`src/hw/scmc_pkg.sv`:
```
// Package: constants, register map and types of the system clock mode control block
package scmc_pkg;
   // ******************************************************************
   // Clock rate and oscillator models
   // ******************************************************************
   localparam int CLK_HZ        = 50_000_000;   // Block clock rate
   localparam int FAST_HZ_8     = 8_000_000;    // Fast RC setting 8 MHz
   localparam int FAST_HZ_12    = 12_000_000;   // Fast RC setting 12 MHz
   localparam int FAST_HZ_16    = 16_000_000;   // Fast RC setting 16 MHz
   localparam int SLOW_HZ       = 32_000;       // Slow RC nominal rate
   localparam int PER_W         = 11;           // Width of a tick period
   // Longest whole number of block cycles per oscillator period
   localparam logic [PER_W-1:0] FAST_PER_8  = PER_W'(CLK_HZ / FAST_HZ_8);
   localparam logic [PER_W-1:0] FAST_PER_12 = PER_W'(CLK_HZ / FAST_HZ_12);
   localparam logic [PER_W-1:0] FAST_PER_16 = PER_W'(CLK_HZ / FAST_HZ_16);
   localparam logic [PER_W-1:0] SLOW_PER    = PER_W'(CLK_HZ / SLOW_HZ);
   localparam int STAB_W        = 16;           // Width of settle counters
   localparam logic [STAB_W-1:0] FAST_STAB_CYC = 16'h0100; // Fast RC settle
   localparam logic [STAB_W-1:0] SLOW_STAB_CYC = 16'h0040; // Slow RC settle
   localparam logic [2:0] SW_CUR_PERIODS = 3'h4; // Current periods before switch

   // ******************************************************************
   // Register map (byte addresses)
   // ******************************************************************
   localparam logic [7:0] ADDR_SYS_CLK_CTRL = 8'h00; // system_clock_control
   localparam logic [7:0] ADDR_FAST_RC_CTRL = 8'h04; // high_speed_rc_control
   localparam logic [7:0] ADDR_STATUS       = 8'h08; // Live block state
   localparam logic [7:0] ADDR_IRQ_STAT     = 8'h0C; // Sticky events, W1C
   localparam logic [7:0] ADDR_IRQ_MASK     = 8'h10; // Interrupt mask

   // system_clock_control fields
   localparam int SCC_SEL_LSB   = 5;            // sys_clk_select at 7:5
   localparam int SCC_FAST_KEEP = 1;            // fast_osc_halt_keep
   localparam int SCC_SLOW_KEEP = 0;            // slow_osc_halt_keep
   localparam logic [7:0] SCC_RESET = 8'h00;
   // high_speed_rc_control fields
   localparam int FRC_FREQ_LSB  = 2;            // fast_rc_freq_select at 3:2
   localparam int FRC_STABLE    = 1;            // fast_rc_stable_flag, RO
   localparam int FRC_ENABLE    = 0;            // fast_rc_enable
   localparam logic [7:0] FRC_RESET = 8'h01;
   // status fields
   localparam int ST_SRC_LSB    = 0;            // Active selection at 2:0
   localparam int ST_BUSY       = 3;            // Switch in progress
   localparam int ST_MODE_LSB   = 4;            // Operating mode at 6:4
   localparam int ST_SLOW_STAB  = 7;            // Slow RC settled
   // interrupt events
   localparam int IRQ_N         = 4;
   localparam int EV_FAST_STAB  = 0;            // Fast RC became stable
   localparam int EV_SW_DONE    = 1;            // Clock switch completed
   localparam int EV_HALT       = 2;            // Halt mode entered
   localparam int EV_WAKE       = 3;            // Returned to run

   localparam logic [2:0] SEL_SLOW = 3'h7;      // Select code of slow clock
   localparam logic [1:0] FREQ_12  = 2'h1;
   localparam logic [1:0] FREQ_16  = 2'h2;

   // ******************************************************************
   // Types
   // ******************************************************************
   typedef enum logic [2:0] {
      MODE_RUN, MODE_SLEEP, MODE_IDLE_SLOW, MODE_IDLE_BOTH, MODE_IDLE_FAST
   } scmc_mode_t;
   typedef enum logic [1:0] {SW_IDLE, SW_CUR, SW_TGT} scmc_sw_t;
endpackage : scmc_pkg

```
`src/hw/scmc_tick_div.sv`:
```
// Module: enable pulse generator, one pulse per programmable period
`timescale 1ns/1ps
module scmc_tick_div #(
   parameter int W = 11
) (
   input  wire logic         clk,
   input  wire logic         resetn,
   input  wire logic         run,     // Oscillator running
   input  wire logic [W-1:0] period,  // Cycles per pulse
   output logic              tick_r   // One-cycle pulse
);
   logic [W-1:0] cnt_r;                // Cycles left in this period

   // Count down, pulse on wrap; stopped oscillator holds phase zero
   always_ff @(posedge clk or negedge resetn) begin
      if (!resetn) begin
         cnt_r  <= '0;
         tick_r <= 1'b0;
      end else if (!run) begin
         cnt_r  <= '0;
         tick_r <= 1'b0;
      end else if (cnt_r <= W'(1)) begin
         cnt_r  <= period;
         tick_r <= 1'b1;
      end else begin
         cnt_r  <= cnt_r - W'(1);
         tick_r <= 1'b0;
      end
   end
endmodule : scmc_tick_div

```
`src/hw/scmc_clock_ctrl.sv`:
```
// Module: system clock source, divider, oscillator and halt mode control
//
// What this block does
// Select field picks fast divided or slow
// Fast keep bit holds fast osc in halt while enable bit set
// Slow keep bit holds slow osc in halt
// Switch waits four current periods, then target
// Frequency field picks 8, 12, 16, 8 MHz
// New frequency applied only once stable
// Enable write from 0 to 1 or frequency change clears, then sets flag
// Enable bit turns fast oscillator off or on
// Software matches frequency field to configuration
// Select field switches speed; halt picks low-power mode
// Slow switch completes only with slow osc stable
// Return to fast waits for fast osc restart
// Unimplemented bits read zero, ignore writes
// Keep bits map halt to sleep or idles
// Fast osc stops on slow source unless enabled
// Source switch never shortens a clock pulse
`timescale 1ns/1ps
module scmc_clock_ctrl
   import scmc_pkg::*;
(
   input  wire logic        clk,
   input  wire logic        resetn,
   // APB slave
   input  wire logic        psel,
   input  wire logic        penable,
   input  wire logic        pwrite,
   input  wire logic [7:0]  paddr,
   input  wire logic [31:0] pwdata,
   output logic [31:0]      prdata,
   output logic             pready,
   output logic             pslverr,
   // Processor side
   input  wire logic        halt_req,       // Halt instruction executed
   input  wire logic        wake_req,       // Any wake-up source
   output logic             sys_clk_en,     // System clock pulse
   output logic             cpu_clk_en,     // Processor clock pulse
   output logic             fast_clk_en,    // Fast clock pulse for peripherals
   output logic             slow_clk_en,    // Slow clock pulse for peripherals
   output logic             fast_osc_on,    // Fast RC running
   output logic             slow_osc_on,    // Slow RC running
   output logic             irq
);
   import scmc_pkg::*;

   // ******************************************************************
   // Declarations
   // ******************************************************************
   logic [2:0]         sel_r;           // sys_clk_select as written
   logic               fast_keep_r;     // fast_osc_halt_keep
   logic               slow_keep_r;     // slow_osc_halt_keep
   logic [1:0]         freq_sel_r;      // fast_rc_freq_select as written
   logic [1:0]         freq_act_r;      // Frequency the oscillator runs at
   logic               fast_en_r;       // fast_rc_enable
   logic               stable_r;        // fast_rc_stable_flag
   logic               slow_stable_r;   // Slow RC settled
   logic [STAB_W-1:0]  stab_cnt_r;      // Fast settle count
   logic [STAB_W-1:0]  slow_cnt_r;      // Slow settle count
   logic [2:0]         cur_src_r;       // Selection now driving the clock
   scmc_sw_t           sw_r;            // Switch sequencer state
   logic [2:0]         sw_cnt_r;        // Current periods seen
   scmc_mode_t         mode_r;          // Run or low-power mode
   logic [5:0]         div_cnt_r;       // Fast ticks for the divider
   logic [IRQ_N-1:0]   irq_stat_r;      // Sticky events
   logic [IRQ_N-1:0]   irq_mask_r;      // Event enables
   logic [IRQ_N-1:0]   ev;              // Events this cycle
   logic               fast_tick;       // Fast oscillator pulse
   logic               slow_tick;       // Slow oscillator pulse
   logic [PER_W-1:0]   fast_per;        // Fast period from applied frequency
   logic               halted;          // Processor switched off
   logic               fast_on_nxt;
   logic               slow_on_nxt;
   logic               src_tick;        // Pulse of the current source
   logic               tgt_tick;        // Pulse of the target source
   logic               tgt_ready;       // Target source stable
   logic               wr_go;           // Write completes this edge
   logic               restart;         // Fast settle must restart
   logic [5:0]         cur_mask;
   logic [5:0]         tgt_mask;

   assign halted = (mode_r != MODE_RUN);
   assign wr_go  = psel & penable & pwrite & pready;

   // ******************************************************************
   // Oscillator models
   // ******************************************************************
   // Applied frequency to period
   always_comb begin
      unique case (freq_act_r)
         FREQ_12: fast_per = FAST_PER_12;
         FREQ_16: fast_per = FAST_PER_16;
         default: fast_per = FAST_PER_8;  // Codes 00 and 11 both give 8 MHz
      endcase
   end

   scmc_tick_div #(.W(PER_W)) u_fast (
      .clk    (clk),
      .resetn (resetn),
      .run    (fast_on_nxt),  // Next-state enable: no pulse trails a stop
      .period (fast_per),
      .tick_r (fast_tick)
   );

   scmc_tick_div #(.W(PER_W)) u_slow (
      .clk    (clk),
      .resetn (resetn),
      .run    (slow_on_nxt),  // Next-state enable: no pulse trails a stop
      .period (SLOW_PER),
      .tick_r (slow_tick)
   );

   // Which oscillators run in the present mode
   always_comb begin
      // Fast needed while running on it or switching toward it
      if (fast_en_r) begin
         fast_on_nxt = !halted | fast_keep_r;
      end else begin
         fast_on_nxt = !halted & ((cur_src_r != SEL_SLOW) |
                                  (sel_r != SEL_SLOW));
      end
      slow_on_nxt = !halted | slow_keep_r;
   end

   // Oscillator enables
   always_ff @(posedge clk or negedge resetn) begin
      if (!resetn) begin
         fast_osc_on <= 1'b0;
         slow_osc_on <= 1'b0;
      end else begin
         fast_osc_on <= fast_on_nxt;
         slow_osc_on <= slow_on_nxt;
      end
   end

   // ******************************************************************
   // Fast RC settle and stable flag
   // ******************************************************************
   assign restart = (fast_on_nxt & !fast_osc_on) |
                    (wr_go & (paddr == ADDR_FAST_RC_CTRL) &
                     ((pwdata[FRC_FREQ_LSB +: 2] != freq_sel_r) |
                      (pwdata[FRC_ENABLE] & !fast_en_r)));

   // Flag cleared on restart, set after settle; frequency applied then
   always_ff @(posedge clk or negedge resetn) begin
      if (!resetn) begin
         stab_cnt_r <= '0;
         stable_r   <= 1'b0;
         freq_act_r <= '0;
      end else if (restart || !fast_osc_on) begin
         stab_cnt_r <= '0;
         stable_r   <= 1'b0;
      end else if (!stable_r) begin
         if (stab_cnt_r >= FAST_STAB_CYC - STAB_W'(1)) begin
            stable_r   <= 1'b1;
            freq_act_r <= freq_sel_r;
         end else begin
            stab_cnt_r <= stab_cnt_r + STAB_W'(1);
         end
      end
   end

   // Slow RC settle after start
   always_ff @(posedge clk or negedge resetn) begin
      if (!resetn) begin
         slow_cnt_r    <= '0;
         slow_stable_r <= 1'b0;
      end else if (!slow_osc_on) begin
         slow_cnt_r    <= '0;
         slow_stable_r <= 1'b0;
      end else if (slow_cnt_r >= SLOW_STAB_CYC - STAB_W'(1)) begin
         slow_stable_r <= 1'b1;
      end else begin
         slow_cnt_r <= slow_cnt_r + STAB_W'(1);
      end
   end

   // ******************************************************************
   // System clock divider and source switch
   // ******************************************************************
   // Free count of fast ticks; divided pulses align to it
   always_ff @(posedge clk or negedge resetn) begin
      if (!resetn) begin
         div_cnt_r <= '0;
      end else if (fast_tick) begin
         div_cnt_r <= div_cnt_r + 6'h01;
      end
   end

   // Pulses of current and target selections
   always_comb begin
      cur_mask  = 6'(({6'h00, 1'b1} << cur_src_r[2:0]) - 7'h01);
      tgt_mask  = 6'(({6'h00, 1'b1} << sel_r[2:0]) - 7'h01);
      // Code 111 is slow, others fast divided by 2**code
      src_tick  = (cur_src_r == SEL_SLOW) ? slow_tick :
                  (fast_tick & ((div_cnt_r & cur_mask) == 6'h00));
      tgt_tick  = (sel_r == SEL_SLOW) ? slow_tick :
                  (fast_tick & ((div_cnt_r & tgt_mask) == 6'h00));
      // Slow needs settled slow osc, fast needs the stable flag
      tgt_ready = (sel_r == SEL_SLOW) ? slow_stable_r : stable_r;
   end

   // Switch sequencer: four current periods, then a target edge
   always_ff @(posedge clk or negedge resetn) begin
      if (!resetn) begin
         sw_r      <= SW_IDLE;
         sw_cnt_r  <= '0;
         cur_src_r <= '0;
      end else begin
         unique case (sw_r)
            SW_IDLE: begin
               sw_cnt_r <= '0;
               if (sel_r != cur_src_r) begin
                  sw_r <= SW_CUR;
               end
            end
            SW_CUR: begin
               if (sw_cnt_r >= SW_CUR_PERIODS) begin
                  sw_r <= SW_TGT;
               end else if (src_tick) begin
                  sw_cnt_r <= sw_cnt_r + 3'h1;
               end
            end
            SW_TGT: begin
               if (sel_r == cur_src_r) begin
                  sw_r <= SW_IDLE;                       // Selection reverted
               end else if (tgt_ready && tgt_tick) begin
                  // Hand over on a target edge; the old source still drives this cycle's pulse
                  cur_src_r <= sel_r;
                  sw_r      <= SW_IDLE;
               end
            end
         endcase
      end
   end

   // Clock enable outputs; processor clock stops while halted
   always_ff @(posedge clk or negedge resetn) begin
      if (!resetn) begin
         sys_clk_en  <= 1'b0;
         cpu_clk_en  <= 1'b0;
         fast_clk_en <= 1'b0;
         slow_clk_en <= 1'b0;
      end else begin
         sys_clk_en  <= src_tick;
         cpu_clk_en  <= src_tick & !halted;
         fast_clk_en <= fast_tick;
         slow_clk_en <= slow_tick;
      end
   end

   // ******************************************************************
   // Halt and wake mode control
   // ******************************************************************
   always_ff @(posedge clk or negedge resetn) begin
      if (!resetn) begin
         mode_r <= MODE_RUN;
      end else begin
         unique case (mode_r)
            MODE_RUN: begin
               if (halt_req) begin
                  unique case ({fast_keep_r, slow_keep_r})
                     2'b00:   mode_r <= MODE_SLEEP;
                     2'b01:   mode_r <= MODE_IDLE_SLOW;
                     2'b11:   mode_r <= MODE_IDLE_BOTH;
                     default: mode_r <= MODE_IDLE_FAST;
                  endcase
               end
            end
            MODE_SLEEP, MODE_IDLE_SLOW, MODE_IDLE_BOTH, MODE_IDLE_FAST: begin
               if (wake_req) begin
                  mode_r <= MODE_RUN;
               end
            end
            default: mode_r <= MODE_RUN;                 // Unused codes recover
         endcase
      end
   end

   // ******************************************************************
   // Control registers
   // ******************************************************************
   // Software writes; only implemented bits stored
   always_ff @(posedge clk or negedge resetn) begin
      if (!resetn) begin
         sel_r       <= SCC_RESET[SCC_SEL_LSB +: 3];
         fast_keep_r <= SCC_RESET[SCC_FAST_KEEP];
         slow_keep_r <= SCC_RESET[SCC_SLOW_KEEP];
         freq_sel_r  <= FRC_RESET[FRC_FREQ_LSB +: 2];
         fast_en_r   <= FRC_RESET[FRC_ENABLE];
         irq_mask_r  <= '0;
      end else if (wr_go) begin
         unique case (paddr)
            ADDR_SYS_CLK_CTRL: begin
               sel_r       <= pwdata[SCC_SEL_LSB +: 3];
               fast_keep_r <= pwdata[SCC_FAST_KEEP];
               slow_keep_r <= pwdata[SCC_SLOW_KEEP];
            end
            ADDR_FAST_RC_CTRL: begin
               freq_sel_r <= pwdata[FRC_FREQ_LSB +: 2];
               fast_en_r  <= pwdata[FRC_ENABLE];
            end
            ADDR_IRQ_MASK: irq_mask_r <= pwdata[IRQ_N-1:0];
            default: ;
         endcase
      end
   end

   // ******************************************************************
   // Interrupts
   // ******************************************************************
   assign ev[EV_FAST_STAB] = !restart & fast_osc_on & !stable_r &
                             (stab_cnt_r >= FAST_STAB_CYC - STAB_W'(1));
   assign ev[EV_SW_DONE]   = (sw_r == SW_TGT) & (sel_r != cur_src_r) &
                             tgt_ready & tgt_tick;
   assign ev[EV_HALT]      = (mode_r == MODE_RUN) & halt_req;
   assign ev[EV_WAKE]      = halted & wake_req;

   // Sticky status; a new event beats a same-cycle clear
   always_ff @(posedge clk or negedge resetn) begin
      if (!resetn) begin
         irq_stat_r <= '0;
      end else if (wr_go && paddr == ADDR_IRQ_STAT) begin
         irq_stat_r <= (irq_stat_r & ~pwdata[IRQ_N-1:0]) | ev;
      end else begin
         irq_stat_r <= irq_stat_r | ev;
      end
   end

   // Level interrupt from unmasked status
   always_ff @(posedge clk or negedge resetn) begin
      if (!resetn) begin
         irq <= 1'b0;
      end else begin
         irq <= |(irq_stat_r & irq_mask_r);
      end
   end

   // ******************************************************************
   // APB read path: one wait state, then ready with data
   // ******************************************************************
   always_ff @(posedge clk or negedge resetn) begin
      if (!resetn) begin
         pready  <= 1'b0;
         pslverr <= 1'b0;
         prdata  <= '0;
      end else if (psel && penable && !pready) begin
         pready  <= 1'b1;
         pslverr <= 1'b0;
         prdata  <= '0;
         unique case (paddr)
            ADDR_SYS_CLK_CTRL: begin
               // Bits 4:2 and 31:8 read zero
               prdata[SCC_SEL_LSB +: 3] <= sel_r;
               prdata[SCC_FAST_KEEP]    <= fast_keep_r;
               prdata[SCC_SLOW_KEEP]    <= slow_keep_r;
            end
            ADDR_FAST_RC_CTRL: begin
               prdata[FRC_FREQ_LSB +: 2] <= freq_sel_r;
               prdata[FRC_STABLE]        <= stable_r;
               prdata[FRC_ENABLE]        <= fast_en_r;
            end
            ADDR_STATUS: begin
               prdata[ST_SRC_LSB +: 3]  <= cur_src_r;
               prdata[ST_BUSY]          <= (sw_r != SW_IDLE);
               prdata[ST_MODE_LSB +: 3] <= mode_r;
               prdata[ST_SLOW_STAB]     <= slow_stable_r;
            end
            ADDR_IRQ_STAT: prdata[IRQ_N-1:0] <= irq_stat_r;
            ADDR_IRQ_MASK: prdata[IRQ_N-1:0] <= irq_mask_r;
            default:       pslverr <= 1'b1;              // Unmapped address
         endcase
      end else begin
         pready  <= 1'b0;
         pslverr <= 1'b0;
      end
   end
endmodule : scmc_clock_ctrl

```
`config.mk`:
```
export PLATFORM = sky130hd
export DESIGN_NAME = scmc_clock_ctrl
export DESIGN_NICKNAME = d
export VERILOG_FILES = /design/src/hw/scmc_pkg.sv /design/src/hw/scmc_tick_div.sv /design/src/hw/scmc_clock_ctrl.sv
export SDC_FILE = /design/constraint.sdc
export NUM_CORES = 1
export LEC_CHECK = 0
export ABC_CLOCK_PERIOD_IN_PS = 2690
export CORE_ASPECT_RATIO = 0.6
export CORE_MARGIN = 1
export CORE_UTILIZATION = 45
export CTS_BUF_LIST = sky130_fd_sc_hd__clkbuf_8 sky130_fd_sc_hd__clkbuf_16
export CTS_CLUSTER_DIAMETER = 120
export DETAILED_ROUTE_END_ITERATION = 7
export DONT_BUFFER_PORTS = 1
export PLACE_DENSITY = 0.68
export SYNTH_ARGS = -nofsm -noshare
export SYNTH_HDL_FRONTEND = slang
export SYNTH_SLANG_ARGS = --single-unit
```
`constraint.sdc`:
```
create_clock -name clk -period 2.69 [get_ports clk]
set_input_delay 0.4035 -clock clk [delete_from_list [all_inputs] [get_ports clk]]
set_output_delay 0.4035 -clock clk [all_outputs]
set_load 0.01 [all_outputs]
```
==> key figures <==
STA
  – Final hold vios: between 100 and 150
  – Tmin final: ~2.4 ns
  – Unrepaired setup endpoints after global routing: false
  – Fmax: 0.417 GHz
  – Worst clock skew: 0.00657 ns
  – Final hold slack: -0.251 ns
  – Worst-margin pin slew: ~0.65 ns
  – Worst slew margin: a little under three fifths
  – Tcrit/Tclk final: between 80% and 90%
  – Final WS setup: between 0.2 and 0.3 ns
  – Fin. max-slew vios: 0
  – Final setup viols: 0
  – Total negative setup slack: 0 ns

Power and ir drop
  – Pleak: between 0.002 and 0.003 µW
  – Peak supply drop: ~0.00070 V
  – PwrDens: approximately 840 nW/µm²

GRT
  – Vias in the first global route: 3415
  – Largest net degree at the start of global routing: between 100 and 150
  – Grt total ovfl: 0
  – Total track usage: 18.1%
  – Initial antenna violation count: 0
  – First-pass GRT wire length: roughly 17000 µm

Route
  – Antenna-violating nets left: 0
  – Vias per inst: between 5 and 6
  – Drt wl/cell: between 10 and 15 µm
  – DR vias: approximately 3600
  – DR pass1 iterations: 4
  – Remaining DRCs: 0
  – Detailed-route wire length: 10000 µm
  – DR iter-0 viols: roughly 180

Placement
  – Area post-placement: ~5400 µm²
  – RD Place Congestion: slightly above 0.8
  – DP HPWL: 7230 µm
  – Pre-CTS setup slack: 0.309 ns
  – Cells after DPL: approximately 670
  – PortBufs: 0

Synthesis
  – Avg Cell Area, Syn: around 10 µm²
  – Post-synth top flop: dfrtp_1
  – Async S/R FF share, synth: 100%
  – Top cells by area, synth: dfrtp_1, mux2_2, ha_1
  – Post-synth EDFFs: 0
  – Synth Register Bits: 110
  – Yosys top cell by area: dfrtp_1
  – Yosys cell types: 55
  – Register area share after synthesis: between 50% and 60%
  – Mapped Area: 5340 µm²
  – Cells after synthesis: 516
  – Synth top area share: approximately half
  – Syn. warnings: 0

Finish
  – Layout cells sized above 1: under 10%
  – Final instance area: roughly 5800 µm²
  – Antenna cells: 0
  – Commonest cells after routing, fill and taps aside: dfrtp_1, nor2_1, nand2_1
  – Most common cell after layout, fill and taps aside: dfrtp_1
  – Area added between synthesis and finish: 8.49%
  – Fin cells: a little under 700
  – Final #Nets: about 580

Critical path
  – Critical Setup Path Class: flop to flop
  – Worst-path fanout max: 7
  – Cells along the critical path: or3b_2, ha_1, nand2b_1, nand3_1, o21ai_0, nand3_1, or4_1, nand3_1
  – Reg2reg setup slack: between 0.2 and 0.3 ns
  – Reg2reg end: sw_cnt_r[0]$_DFFE_PN0P_
  – CP most frequent cell: nand3_1
  – Delay of the slowest cell on the worst path: between 0.4 and 0.5 ns
  – CP max stage cell: dfrtp_1
  – Reg-to-Reg Start: cur_src_r[2]$_DFFE_PN0P_
  – Endpoint class of the critical path: flop
  – Crit start category: flop
  – Worst reg2reg path depth: 8
  – WP data required: 2.97 ns
  – Arr. time, crit path: 2.68 ns

Clock network
  – CTS buffer count: 9
  – CTS Buffer Depth: 2
  – CTS tree: built
  – Root Driver: clkbuf_16
  – Clock transition at path regs: ~0.07 ns
  – # clock sinks: 110
  – CTS resizes: 0
  – H-tree Lvls: 3
  – Clk Latency, worst-skew pair: 0.35 ns
  – Post-CTS Setup Bufs: 0

Outcome
  – Status: finished, violations left
  – Failing checks: hold timing

Floorplanning
  – Die extent in x: 143 µm
  – FP Rows: 30
  – I/O Pins: 88
  – DIE HEIGHT: 86.4 µm
  – Initial Utilization: around 47%
  – Core area: 11400 µm²
  – DIE AREA: 12300 µm²

Worst hold path
  – Worst min-delay path class: input port to async pin

Job
  – MaxCap Viol Count: 0
==> flip-flops by register name (all words and copies together), names as in the netlist, 4 cells and up <==
name / flops
irq_mask_r: 4
u_slow.cnt_r: 11
div_cnt_r: 6
stab_cnt_r: 16
irq_stat_r: 4
u_fast.cnt_r: 11
prdata: 8
slow_cnt_r: 16
==> cell usage after synthesis, types with 10 or more instances <==
cell / number
nor2_1: 50
ha_1: 15
nor3_1: 16
and2_1: 24
nand4_1: 10
xor2_1: 20
nand2_1: 38
inv_1: 22
o21ai_0: 18
dfrtp_1: 109
mux2_2: 18
buf_4: 24
nand3_1: 18
clkbuf_1: 11
xnor2_1: 19
a21oi_1: 12
==> per-layer routing <==
layer | global-route usage [%] | wire [µm]
met5 | 0 | 0
met4 | 4.01 | 41
met3 | 6.13 | 420
met2 | 25.5 | 4230
met1 | 26.8 | 5330
==> cells by family after synthesis <==
kind of cell               synth area share, %
and+or+nand+nor                           18.7
DFF                                       51.6
AOI/OAI and AO/OA                         8.65
buffers and inverters                     6.10
xor gates and xnor gates                  6.40
muxes                                     4.92
adders and majority gates                 3.52
other                                   0.0703
==> critical path: cells and delay by family, from the launching register on <==
kind	cells	cell delay, ns
AND/OR/NAND/NOR	6	1.38
flip-flops	1	0.47
adder cells (fa/ha/maj)	1	0.28
AO/OA/AOI/OAI	1	0.20
==> through the flow <==
stage               power, µW  utilization (%)
finish                   4850             50.7
global route             5160             50.7
CTS                      4910             50.7
detailed placement       3270             47.5
global placement         3210             47.5
floorplan                3060                -
==> area by class of cell <==
| cell class | count | area (µm²) |
|---|---|---|
| fill | 1047 | 5620 |
| sequential | 110 | 2750 |
| multi-input combinational | 369 | 2340 |
| clock buffer | 10 | 239 |
| tap | 160 | 200 |
| clock inverter | 6 | 133 |
| inverter | 22 | 82.6 |
| timing repair buffer | 5 | 37.5 |
==> power by group <==
group / internal, µW / total, µW / switching [µW]
clock network: 1030 / 1610 / 582
logic: 491 / 1120 / 627
registers: 1880 / 2130 / 249
==> worst max-delay path by stage <==
| stage | from | endpoint | slack [ns] | cells after the start |
|---|---|---|---|---|
| 2_1_floorplan | cur_src_r[1]$_DFFE_PN0P_ | sw_cnt_r[0]$_DFFE_PN0P_ | 0.39 | 9 |
| 3_3_place_gp | cur_src_r[0]$_DFFE_PN0P_ | sw_cnt_r[0]$_DFFE_PN0P_ | 0.31 | 8 |
| 3_5_place_dp | cur_src_r[0]$_DFFE_PN0P_ | sw_cnt_r[0]$_DFFE_PN0P_ | 0.31 | 8 |
| 4_1_cts | cur_src_r[2]$_DFFE_PN0P_ | sw_cnt_r[0]$_DFFE_PN0P_ | 0.29 | 8 |
| 5_1_grt | cur_src_r[0]$_DFFE_PN0P_ | sw_cnt_r[0]$_DFFE_PN0P_ | 0.03 | 8 |
| 6_report | cur_src_r[2]$_DFFE_PN0P_ | sw_cnt_r[0]$_DFFE_PN0P_ | 0.29 | 8 |
(Power assumes the default switching activity.)
